## config.mk

```make
export PLATFORM = sky130hd
export DESIGN_NAME = coa_top
export DESIGN_NICKNAME = d
export VERILOG_FILES = /design/src/rtl/coa_pkg.sv /design/src/rtl/coa_ea_gen.sv /design/src/rtl/coa_sync.sv /design/src/rtl/coa_top.sv
export VERILOG_INCLUDE_DIRS = /design/src /design/src/rtl
export SDC_FILE = /design/constraint.sdc
export NUM_CORES = 1
export LEC_CHECK = 0
export CAP_MARGIN = 20
export CORE_ASPECT_RATIO = 1.25
export CORE_MARGIN = 2
export CORE_UTILIZATION = 40
export DETAILED_ROUTE_END_ITERATION = 8
export DONT_BUFFER_PORTS = 1
export SLEW_MARGIN = 20
export SYNTH_ARGS = -nofsm -noshare
export SYNTH_HDL_FRONTEND = slang
export SYNTH_SLANG_ARGS = --single-unit
```

## constraint.sdc

```tcl
create_clock -name i_clk -period 15.4 [get_ports i_clk]
set_clock_uncertainty 0.1 [all_clocks]
set_input_delay 0.77 -clock i_clk [delete_from_list [all_inputs] [get_ports i_clk]]
set_output_delay 0.77 -clock i_clk [all_outputs]
set_load 0.02 [all_outputs]
```

## src/rtl/coa_consts.svh

```systemverilog
// Widths, reset values and address steps of the operand addressing block
`ifndef COA_CONSTS_SVH
`define COA_CONSTS_SVH
`define COA_ADDR_W    20
`define COA_IX_W      16
`define COA_OFS_W     8
`define COA_DISP_W    16
`define COA_LEN_W     3
`define COA_DATA_W    16
`define COA_TP_RST    20'h00000
`define COA_PTR_RST   20'h00000
`define COA_IX_RST    16'h0000
`define COA_DATA_RST  16'h0000
`define COA_HI_STEP   20'h00002
`define COA_HI_PAD    12'h000
`define COA_BE_ALL    2'h3
`define COA_BE_LO     2'h1
`define COA_BE_RST    2'h0
`define COA_SHORT_BK  20'h00080
`endif

```

## src/rtl/coa_pkg.sv

```systemverilog
// Types shared by the operand addressing block
package coa_pkg;
`include "coa_consts.svh"
	typedef enum logic [1:0] {
		MODE_BASED   = 2'h0,
		MODE_OFFSET  = 2'h1,
		MODE_INDEXED = 2'h2,
		MODE_POSTINC = 2'h3
	} coa_mode_t;
	// Code equals the index step of the operand size
	typedef enum logic [1:0] {
		SIZE_BYTE = 2'h1,
		SIZE_WORD = 2'h2,
		SIZE_PTR  = 2'h3
	} coa_size_t;
	typedef enum logic [1:0] {
		PTR_A  = 2'h0,
		PTR_B  = 2'h1,
		PTR_C  = 2'h2,
		PTR_PB = 2'h3
	} coa_ptr_t;
	typedef enum logic [1:0] {
		OP_ACCESS  = 2'h0,
		OP_JUMP    = 2'h1,
		OP_CALL    = 2'h2,
		OP_POINTER_MOVE_OP_TP = 2'h3
	} coa_op_t;
	typedef enum logic [4:0] {
		ST_IDLE  = 5'h01,
		ST_WR_LO = 5'h02,
		ST_WR_HI = 5'h04,
		ST_RD_LO = 5'h08,
		ST_RD_HI = 5'h10
	} coa_state_t;
endpackage

```

## src/rtl/coa_ea_gen.sv

```systemverilog
// Effective address and index update for memory operands
`timescale 1ns/100ps
`default_nettype none
`include "coa_consts.svh"
module coa_ea_gen import coa_pkg::*; (
	input  wire logic [`COA_ADDR_W-1:0] i_base,
	input  wire logic [`COA_IX_W-1:0]   i_ix,
	input  wire logic [`COA_OFS_W-1:0]  i_offset,
	input  wire coa_mode_t              i_mode,
	input  wire coa_size_t              i_size,
	output logic [`COA_ADDR_W-1:0]      o_ea,
	output logic [`COA_IX_W-1:0]        o_ix_next
);
	logic [`COA_ADDR_W-1:0] ofs_ext;
	logic [`COA_ADDR_W-1:0] ix_ext;

	always_comb begin
		ofs_ext   = `COA_ADDR_W'(signed'(i_offset));
		ix_ext    = `COA_ADDR_W'(i_ix);
		o_ix_next = i_ix;
		case (i_mode)
			MODE_BASED: begin
				o_ea = i_base;
			end
			MODE_OFFSET: begin
				o_ea = i_base + ofs_ext;
			end
			MODE_INDEXED: begin
				o_ea = i_base + ix_ext;
			end
			MODE_POSTINC: begin
				o_ea      = i_base + ix_ext;
				o_ix_next = i_ix + `COA_IX_W'(i_size);
			end
			default: begin
				o_ea = i_base;
			end
		endcase
	end
endmodule
`default_nettype wire

```

## src/rtl/coa_sync.sv

```systemverilog
// Three-stage pin synchroniser with agreement filter
`timescale 1ns/100ps
`default_nettype none
module coa_sync (
	input  wire logic i_clk,
	input  wire logic i_rstn,
	input  wire logic i_pin,
	output logic      o_level
);
	logic s1;
	logic s2;
	logic s3;
	logic next_level;

	// Change counts only once stages two and three agree
	always_comb begin
		next_level = (s2 == s3) ? s3 : o_level;
	end

	always_ff @(posedge i_clk or negedge i_rstn) begin
		if (!i_rstn) begin
			s1      <= 1'b0;
			s2      <= 1'b0;
			s3      <= 1'b0;
			o_level <= 1'b0;
		end else begin
			s1      <= i_pin;
			s2      <= s1;
			s3      <= s2;
			o_level <= next_level;
		end
	end
endmodule
`default_nettype wire

```

## src/rtl/coa_top.sv

```systemverilog
// Operand addressing, program transfer and task pointer save/restore
//
// How it works
// - Based: selected pointer is the address
// - Offset: pointer plus signed 8-bit offset
// - Indexed: pointer plus index, index kept
// - Post-increment: index grows by 1/2/3 after
// - Transfer adds displacement to task pointer
// - Displacement counts from instruction end
// - Short form one byte, long two
// - Call saves return address (task pointer plus instruction length), then jumps
// - Pointer move reloads task pointer from memory
// - Suspend saves task pointer at parameter block
`timescale 1ns/100ps
`default_nettype none
`include "coa_consts.svh"
module coa_top import coa_pkg::*; (
	input  wire logic                   i_clk,
	input  wire logic                   i_rstn,
	input  wire logic                   i_req,
	input  wire coa_op_t                i_op,
	input  wire coa_mode_t              i_mode,
	input  wire coa_ptr_t               i_ptr_sel,
	input  wire logic [`COA_OFS_W-1:0]  i_offset,
	input  wire coa_size_t              i_size,
	input  wire logic [`COA_DISP_W-1:0] i_disp,
	input  wire logic                   i_disp_long,
	input  wire logic [`COA_LEN_W-1:0]  i_instr_len,
	input  wire logic                   i_ptr_wr,
	input  wire coa_ptr_t               i_ptr_wr_sel,
	input  wire logic [`COA_ADDR_W-1:0] i_ptr_wr_data,
	input  wire logic                   i_ix_wr,
	input  wire logic [`COA_IX_W-1:0]   i_ix_wr_data,
	input  wire logic                   i_tp_wr,
	input  wire logic [`COA_ADDR_W-1:0] i_tp_wr_data,
	input  wire logic                   i_suspend,
	input  wire logic                   i_mem_ack,
	input  wire logic [`COA_DATA_W-1:0] i_mem_rdata,
	output logic                        o_mem_req,
	output logic                        o_mem_we,
	output logic [`COA_ADDR_W-1:0]      o_mem_addr,
	output logic [`COA_DATA_W-1:0]      o_mem_wdata,
	output logic [1:0]                  o_mem_be,
	output logic                        o_busy,
	output logic                        o_done,
	output logic                        o_susp_done,
	output logic [`COA_ADDR_W-1:0]      o_ea,
	output logic [`COA_ADDR_W-1:0]      o_task_pointer,
	output logic [`COA_IX_W-1:0]        o_index_register
);
	// ****************************************
	// Reset release
	// ****************************************
	logic rst_meta;
	logic rst_n;

	always_ff @(posedge i_clk or negedge i_rstn) begin
		if (!i_rstn) begin
			rst_meta <= 1'b0;
			rst_n    <= 1'b0;
		end else begin
			rst_meta <= 1'b1;
			rst_n    <= rst_meta;
		end
	end

	// ****************************************
	// Pointer registers
	// ****************************************
	logic [`COA_ADDR_W-1:0] ptr [4];

	for (genvar g = 0; g < 4; g++) begin : g_ptr
		logic [`COA_ADDR_W-1:0] next_ptr;
		always_comb begin
			next_ptr = (i_ptr_wr && i_ptr_wr_sel == coa_ptr_t'(g)) ? i_ptr_wr_data : ptr[g];
		end
		always_ff @(posedge i_clk or negedge rst_n) begin
			if (!rst_n) begin
				ptr[g] <= `COA_PTR_RST;
			end else begin
				ptr[g] <= next_ptr;
			end
		end
	end

	// ****************************************
	// Suspend pin
	// ****************************************
	logic susp_lvl;
	logic susp_prev;
	logic susp_pend;
	logic susp_rise;
	logic next_susp_pend;

	coa_sync u_sync (
		.i_clk   (i_clk),
		.i_rstn  (rst_n),
		.i_pin   (i_suspend),
		.o_level (susp_lvl)
	);

	assign susp_rise = susp_lvl && !susp_prev;

	// ****************************************
	// Address arithmetic
	// ****************************************
	logic [`COA_ADDR_W-1:0] ea_calc;
	logic [`COA_IX_W-1:0]   ix_calc;
	logic [`COA_ADDR_W-1:0] disp_ext;
	logic [`COA_ADDR_W-1:0] end_addr;
	logic                   taken;

	coa_ea_gen u_ea (
		.i_base    (ptr[i_ptr_sel]),
		.i_ix      (o_index_register),
		.i_offset  (i_offset),
		.i_mode    (i_mode),
		.i_size    (i_size),
		.o_ea      (ea_calc),
		.o_ix_next (ix_calc)
	);

	// Short form sign-extends so backward targets work
	assign disp_ext = i_disp_long ? `COA_ADDR_W'(signed'(i_disp)) :
		`COA_ADDR_W'(signed'(i_disp[7:0]));
	assign end_addr = o_task_pointer + `COA_ADDR_W'(i_instr_len);

	// ****************************************
	// Sequencer
	// ****************************************
	coa_state_t             state;
	coa_state_t             next_state;
	logic [`COA_ADDR_W-1:0] ret_addr;
	logic [`COA_ADDR_W-1:0] next_ret_addr;
	logic [`COA_ADDR_W-1:0] target;
	logic [`COA_ADDR_W-1:0] next_target;
	logic [`COA_DATA_W-1:0] rd_lo;
	logic [`COA_DATA_W-1:0] next_rd_lo;
	logic                   is_susp;
	logic                   next_is_susp;
	logic [`COA_ADDR_W-1:0] next_tp;
	logic [`COA_IX_W-1:0]   next_ix;
	logic [`COA_ADDR_W-1:0] next_ea;
	logic                   next_mem_req;
	logic                   next_mem_we;
	logic [`COA_ADDR_W-1:0] next_mem_addr;
	logic [`COA_DATA_W-1:0] next_mem_wdata;
	logic [1:0]             next_mem_be;
	logic                   next_done;
	logic                   next_susp_done;

	// Suspend beats a new request so the save is never delayed twice
	assign taken = (state == ST_IDLE) && !susp_pend && i_req;

	always_comb begin
		next_state     = state;
		next_ret_addr  = ret_addr;
		next_target    = target;
		next_rd_lo     = rd_lo;
		next_is_susp   = is_susp;
		next_tp        = i_tp_wr ? i_tp_wr_data : o_task_pointer;
		next_ix        = i_ix_wr ? i_ix_wr_data : o_index_register;
		next_ea        = o_ea;
		next_mem_req   = o_mem_req;
		next_mem_we    = o_mem_we;
		next_mem_addr  = o_mem_addr;
		next_mem_wdata = o_mem_wdata;
		next_mem_be    = o_mem_be;
		next_done      = 1'b0;
		next_susp_done = 1'b0;
		next_susp_pend = susp_pend || susp_rise;
		case (state)
			ST_IDLE: begin
				if (susp_pend) begin
					next_susp_pend = susp_rise;
					next_is_susp   = 1'b1;
					next_ret_addr  = o_task_pointer;
					next_mem_addr  = ptr[PTR_PB];
					next_mem_wdata = o_task_pointer[15:0];
					next_mem_be    = `COA_BE_ALL;
					next_mem_we    = 1'b1;
					next_mem_req   = 1'b1;
					next_state     = ST_WR_LO;
				end else if (i_req) begin
					case (i_op)
						OP_ACCESS: begin
							next_ea   = ea_calc;
							next_ix   = ix_calc;
							next_done = 1'b1;
						end
						OP_JUMP: begin
							next_tp   = end_addr + disp_ext;
							next_done = 1'b1;
						end
						OP_CALL: begin
							next_ea        = ea_calc;
							next_ix        = ix_calc;
							next_ret_addr  = end_addr;
							next_target    = end_addr + disp_ext;
							next_mem_addr  = ea_calc;
							next_mem_wdata = end_addr[15:0];
							next_mem_be    = `COA_BE_ALL;
							next_mem_we    = 1'b1;
							next_mem_req   = 1'b1;
							next_state     = ST_WR_LO;
						end
						OP_POINTER_MOVE_OP_TP: begin
							next_ea       = ea_calc;
							next_ix       = ix_calc;
							next_mem_addr = ea_calc;
							next_mem_be   = `COA_BE_ALL;
							next_mem_we   = 1'b0;
							next_mem_req  = 1'b1;
							next_state    = ST_RD_LO;
						end
						default: begin
							next_done = 1'b1;
						end
					endcase
				end
			end
			ST_WR_LO: begin
				if (i_mem_ack) begin
					next_mem_addr  = o_mem_addr + `COA_HI_STEP;
					next_mem_wdata = {`COA_HI_PAD, ret_addr[19:16]};
					// Call pointer is three bytes, suspend area two words
					next_mem_be    = is_susp ? `COA_BE_ALL : `COA_BE_LO;
					next_state     = ST_WR_HI;
				end
			end
			ST_WR_HI: begin
				if (i_mem_ack) begin
					next_mem_req = 1'b0;
					next_mem_we  = 1'b0;
					next_mem_be  = `COA_BE_RST;
					next_is_susp = 1'b0;
					if (is_susp) begin
						next_susp_done = 1'b1;
					end else begin
						next_tp   = target;
						next_done = 1'b1;
					end
					next_state = ST_IDLE;
				end
			end
			ST_RD_LO: begin
				if (i_mem_ack) begin
					next_rd_lo    = i_mem_rdata;
					next_mem_addr = o_mem_addr + `COA_HI_STEP;
					next_mem_be   = `COA_BE_LO;
					next_state    = ST_RD_HI;
				end
			end
			ST_RD_HI: begin
				if (i_mem_ack) begin
					next_tp      = {i_mem_rdata[3:0], rd_lo};
					next_mem_req = 1'b0;
					next_mem_be  = `COA_BE_RST;
					next_done    = 1'b1;
					next_state   = ST_IDLE;
				end
			end
			default: begin
				next_state   = ST_IDLE;
				next_mem_req = 1'b0;
				next_mem_we  = 1'b0;
			end
		endcase
	end

	always_ff @(posedge i_clk or negedge rst_n) begin
		if (!rst_n) begin
			state            <= ST_IDLE;
			ret_addr         <= `COA_TP_RST;
			target           <= `COA_TP_RST;
			rd_lo            <= `COA_DATA_RST;
			is_susp          <= 1'b0;
			susp_prev        <= 1'b0;
			susp_pend        <= 1'b0;
			o_task_pointer   <= `COA_TP_RST;
			o_index_register <= `COA_IX_RST;
			o_ea             <= `COA_PTR_RST;
			o_mem_req        <= 1'b0;
			o_mem_we         <= 1'b0;
			o_mem_addr       <= `COA_PTR_RST;
			o_mem_wdata      <= `COA_DATA_RST;
			o_mem_be         <= `COA_BE_RST;
			o_busy           <= 1'b0;
			o_done           <= 1'b0;
			o_susp_done      <= 1'b0;
		end else begin
			state            <= next_state;
			ret_addr         <= next_ret_addr;
			target           <= next_target;
			rd_lo            <= next_rd_lo;
			is_susp          <= next_is_susp;
			susp_prev        <= susp_lvl;
			susp_pend        <= next_susp_pend;
			o_task_pointer   <= next_tp;
			o_index_register <= next_ix;
			o_ea             <= next_ea;
			o_mem_req        <= next_mem_req;
			o_mem_we         <= next_mem_we;
			o_mem_addr       <= next_mem_addr;
			o_mem_wdata      <= next_mem_wdata;
			o_mem_be         <= next_mem_be;
			o_busy           <= (next_state != ST_IDLE);
			o_done           <= next_done;
			o_susp_done      <= next_susp_done;
		end
	end

	// ****************************************
	// Checks
	// ****************************************
	property p_based;
		@(posedge i_clk) disable iff (!rst_n)
		taken && i_op == OP_ACCESS && i_mode == MODE_BASED |=> o_ea == $past(ptr[i_ptr_sel]);
	endproperty
	a_based: assert property (p_based) else $error("based address wrong");

	property p_offset;
		@(posedge i_clk) disable iff (!rst_n)
		taken && i_op == OP_ACCESS && i_mode == MODE_OFFSET |=>
			o_ea == $past(ptr[i_ptr_sel] + `COA_ADDR_W'(signed'(i_offset)));
	endproperty
	a_offset: assert property (p_offset) else $error("offset address wrong");

	property p_indexed;
		@(posedge i_clk) disable iff (!rst_n)
		taken && i_op == OP_ACCESS && i_mode == MODE_INDEXED && !i_ix_wr |=>
			o_ea == $past(ptr[i_ptr_sel] + `COA_ADDR_W'(o_index_register))
			&& $stable(o_index_register);
	endproperty
	a_indexed: assert property (p_indexed) else $error("indexed address wrong");

	property p_postinc;
		@(posedge i_clk) disable iff (!rst_n)
		taken && i_op != OP_JUMP && i_mode == MODE_POSTINC |=>
			o_index_register == $past(o_index_register) + `COA_IX_W'($past(i_size));
	endproperty
	a_postinc: assert property (p_postinc) else $error("index step wrong");

	property p_jump;
		@(posedge i_clk) disable iff (!rst_n)
		taken && i_op == OP_JUMP && !i_tp_wr |=> o_task_pointer == $past(end_addr + disp_ext);
	endproperty
	a_jump: assert property (p_jump) else $error("transfer target wrong");

	property p_zero_disp;
		@(posedge i_clk) disable iff (!rst_n)
		taken && i_op == OP_JUMP && i_disp == `COA_DATA_RST |=> o_task_pointer == $past(end_addr);
	endproperty
	a_zero_disp: assert property (p_zero_disp) else $error("zero transfer not next");

	property p_short_back;
		@(posedge i_clk) disable iff (!rst_n)
		taken && i_op == OP_JUMP && !i_disp_long && i_disp[7] |=>
			($past(end_addr) - o_task_pointer) <= `COA_SHORT_BK && o_task_pointer != $past(end_addr);
	endproperty
	a_short_back: assert property (p_short_back) else $error("short jump not back");

	property p_call_save;
		@(posedge i_clk) disable iff (!rst_n)
		taken && i_op == OP_CALL && !i_tp_wr |=> o_mem_req && o_mem_we
			&& o_mem_wdata == $past(end_addr[15:0]) && $stable(o_task_pointer);
	endproperty
	a_call_save: assert property (p_call_save) else $error("call save missing");

	property p_pointer_move_op;
		@(posedge i_clk) disable iff (!rst_n)
		state == ST_RD_HI && i_mem_ack |=> o_done
			&& o_task_pointer == {$past(i_mem_rdata[3:0]), $past(rd_lo)};
	endproperty
	a_pointer_move_op: assert property (p_pointer_move_op) else $error("pointer reload wrong");

	property p_susp;
		@(posedge i_clk) disable iff (!rst_n)
		state == ST_IDLE && susp_pend |=> o_mem_req && o_mem_we
			&& o_mem_addr == $past(ptr[PTR_PB]) && o_mem_wdata == $past(o_task_pointer[15:0]);
	endproperty
	a_susp: assert property (p_susp) else $error("suspend save wrong");
endmodule
`default_nettype wire

```

==> results.json <==
{
  "holdCritStartpoint": "i_suspend",
  "intPower_uw": 1680,
  "ys_warn_count": 0,
  "grt_use_total_pct": 24.2,
  "cts_tree": "yes",
  "post_cts_buffers": 0,
  "crit_path_start_kind": "flip-flop",
  "p_per_area_mw_per_mm2": 196,
  "dieArea_mm2": 0.0370,
  "clk_latency_ps": 580,
  "hold_slack_ps": 132,
  "status": "completed",
  "setup_viol": 0,
  "numCtsBuffers": 27,
  "finalCritPeriodShare_pct": 25.4,
  "clk_path_buf_depth": 3,
  "syn_area_mm2": 0.0142,
  "fmax_mhz": 256,
  "grt_max_degree": 73,
  "p_sw_uw": 1360,
  "ir_drop_v": 0.000105,
  "start_util_pct": 40.3,
  "routabilityCongestion": 0.897,
  "stdcell_area_mm2": 0.0155,
  "path_max_fanout": 11,
  "synth_nets": 1633,
  "cts_sinks": 233,
  "via_per_inst": 5.92,
  "nets": 1602,
  "cpMaxStageDelayCell": "dfrtp_1",
  "fill_cells": 3354,
  "clk_pin_slew_worst_paths_ps": 60,
  "hpwl_um": 33700,
  "placeableCoreArea_mm2": 0.0352,
  "cpMostUsedCell": "o21ai_0",
  "seqPwrFrac_pct": 39.7,
  "gr-max-usage-layer": "met2",
  "cp_cell_sequence": "ha_1 > fa_1 > a21oi_1 > nor2b_1 > nand3_1 > nor2_1 > xor2_1 > ha_1 > a21oi_1 > o21a_1 > o21ai_0 > a31oi_1 > o21ai_0 > xnor2_1 > o21ai_0",
  "drt_pass1_iterations": 7,
  "wirelength_um": 44900,
  "crit_family": "compound AO/OA/AOI/OAI gates",
  "finalHoldViolations": 0,
  "die_height_um": 214,
  "portBuffers": 0,
  "met3_usage_pct": 6.13,
  "rows": 77,
  "synth_seq_cells": 233,
  "cts-htree-levels": 1,
  "die_w_um": 172,
  "slowest_delay_ps": 540,
  "wl_per_cell_um": 23.3,
  "synth_top_area_cell": "dfrtp_1",
  "leakagePower_uw": 0.00661,
  "use_met2_pct": 41.9,
  "fin_setup_tns_ps": 0,
  "ys_seq_area_share_pct": 41.1,
  "drcViolationCount": 0,
  "synthCells": 1464,
  "synth_top_cells_by_area": "dfrtp_1 41%, mux2_2 9.6%, nand2_1 5.1%",
  "worst_slew_pin_slew_ps": 953,
  "grt-ovfl-total": 0,
  "synth.avg_cell_area_um2": 9.68,
  "relSlewSlack_pct": 36.5,
  "clockPowerShare_pct": 21.2,
  "hp-class": "input pin to flip-flop",
  "io_pins": 217,
  "critPathBufInv": 0,
  "synth_flop_cell": "dfrtp_1",
  "ctsResizeCount": 0,
  "crit_type": "flip-flop to flip-flop",
  "endpoint_kind": "flip-flop",
  "drive_above_1_share_pct": 15.3,
  "reg2reg_from": "o_task_pointer[0]$_DFF_PN0_",
  "root_buffer": "clkbuf_16",
  "pwr-share-comb_pct": 39.1,
  "grt_antenna_before_repair": 3,
  "finalMaxSlewViolations": 0,
  "rsz0062_at_grt": "false",
  "switching_share_pct": 44.7,
  "ys_types": 84,
  "vias": 11400,
  "syn_to_final_growth_pct": 9.30,
  "grt_pass1_wl_um": 68400,
  "placement.cell_area_mm2": 0.0146,
  "whs_endpoint": "u_sync.s1$_DFF_PN0_",
  "rr_worst_depth": 15,
  "use_met1_pct": 27.5,
  "drt_iter0_markers": 759,
  "synth_edf_count": 0,
  "async_reset_ff_share_pct": 100,
  "final_antenna_net_count": 0,
  "synth_top_area_share_pct": 41.0,
  "r2r-end": "target[19]$_DFFE_PN0P_",
  "first_global_vias": 11300,
  "finalCriticalPeriod_ps": 3900,
  "drv_cap": 0,
  "cts_hold_buf": 1,
  "crit_arrival_ps": 4230,
  "whs_path_depth": 0,
  "ff2ff_setup_slack_ps": 11500,
  "required_ps": 15730
}
logic make-up (layout without fill, tap and decap cells):
kind of cell             Yosys count  after routing  synth area share (%)
other                              1              2                0.0265
AND/OR/NAND/NOR                  455            455                  15.4
flip-flops                       233            233                  41.1
buffers and inverters            113            103                  3.26
XOR/XNOR                          63             63                  3.89
multiplexers                     166            166                  14.6
adder cells (fa/ha/maj)           52             52                  4.78
AO/OA/AOI/OAI                    381            381                  16.9
power by group through the flow:
stage               clock (uW)  combinational (uW)  sequential (uW)
global placement             0                1170             1210
finish                     644                1190             1210
global route               682                1320             1230
detailed placement           0                1180             1220
CTS                        659                1180             1210
floorplan                    0                 915             1080
state kept, by name, summed over array words and instances (netlist names), 2 cells and up:
register / flops
ptr: 80
o_ea: 20
o_mem_addr: 20
o_task_pointer: 20
target: 20
o_index_register: 16
o_mem_wdata: 16
rd_lo: 16
state: 5
ret_addr: 4
o_mem_be: 2
per-layer routing:
metal  wire [um]  share of wire [%]
met1       16600                 37
met2       22600                 50
met3        3480                7.8
met4        2250                5.0
met5          44              0.098
metrics by stage:
step	utilization (%)	power (uW)	setup WS, ps	instances
6_report	44.1	3040	11500	1929
3_3_place_gp	41.5	2380	11360	1876
3_5_place_dp	41.5	2400	11360	1876
2_1_floorplan	-	2000	8330	1464
5_1_grt	44.1	3240	11030	1928
4_1_cts	44.0	3050	11420	1927
cells in the final DEF, fill, tap and decap left out, types with 10 or more instances in the layout:
cell,instances
inv_1,35
nand4_1,15
nor2_1,91
clkbuf_1,10
o211ai_1,18
nand3_1,38
mux2i_1,25
xor2_1,24
a21oi_1,76
buf_4,16
mux2_2,121
a31oi_1,11
o21ai_0,139
a211oi_1,21
dfrtp_1,231
xnor2_1,39
clkbuf_16,27
mux4_2,20
nand2_1,194
and2_1,13
nand2b_1,15
a21o_1,21
ha_1,47
nor3_1,19
and3_1,12
synth_stat cells, types with 21 or more instances:
master / n
dfrtp_1: 232
nand2_1: 194
o21ai_0: 140
mux2_2: 121
nor2_1: 92
a21oi_1: 76
clkbuf_1: 50
ha_1: 47
nand3_1: 39
xnor2_1: 39
inv_1: 35
mux2i_1: 25
xor2_1: 24
a211oi_1: 21
a21o_1: 21
final cells by class:
class / count / area (um^2) / share of cell area [%]
Antenna cell: 1 / 2.50 / 0.0161
Clock buffer: 44 / 810 / 5.22
Clock inverter: 6 / 76.3 / 0.493
Inverter: 35 / 131 / 0.848
Multi-Input combinational cell: 1118 / 7900 / 51.0
Sequential cell: 233 / 5840 / 37.7
Tap cell: 474 / 593 / 3.83
Timing Repair Buffer: 18 / 145 / 0.937
worst max path at each step:
stage                                            from                           end  slack (ps)  cells after the start
after floorplan                       rst_n$_DFF_PN0_           is_susp$_DFFE_PN0P_        8330                      0
after global placement                 i_instr_len[0]        target[17]$_DFFE_PN0P_       11360                     14
after detailed placement               i_instr_len[0]        target[17]$_DFFE_PN0P_       11360                     14
after CTS                 o_task_pointer[0]$_DFF_PN0_        target[17]$_DFFE_PN0P_       11420                     14
after global routing      o_task_pointer[0]$_DFF_PN0_  o_task_pointer[19]$_DFF_PN0_       11030                     15
final                     o_task_pointer[0]$_DFF_PN0_        target[19]$_DFFE_PN0P_       11500                     15
Power figures use the tool's default switching activity.
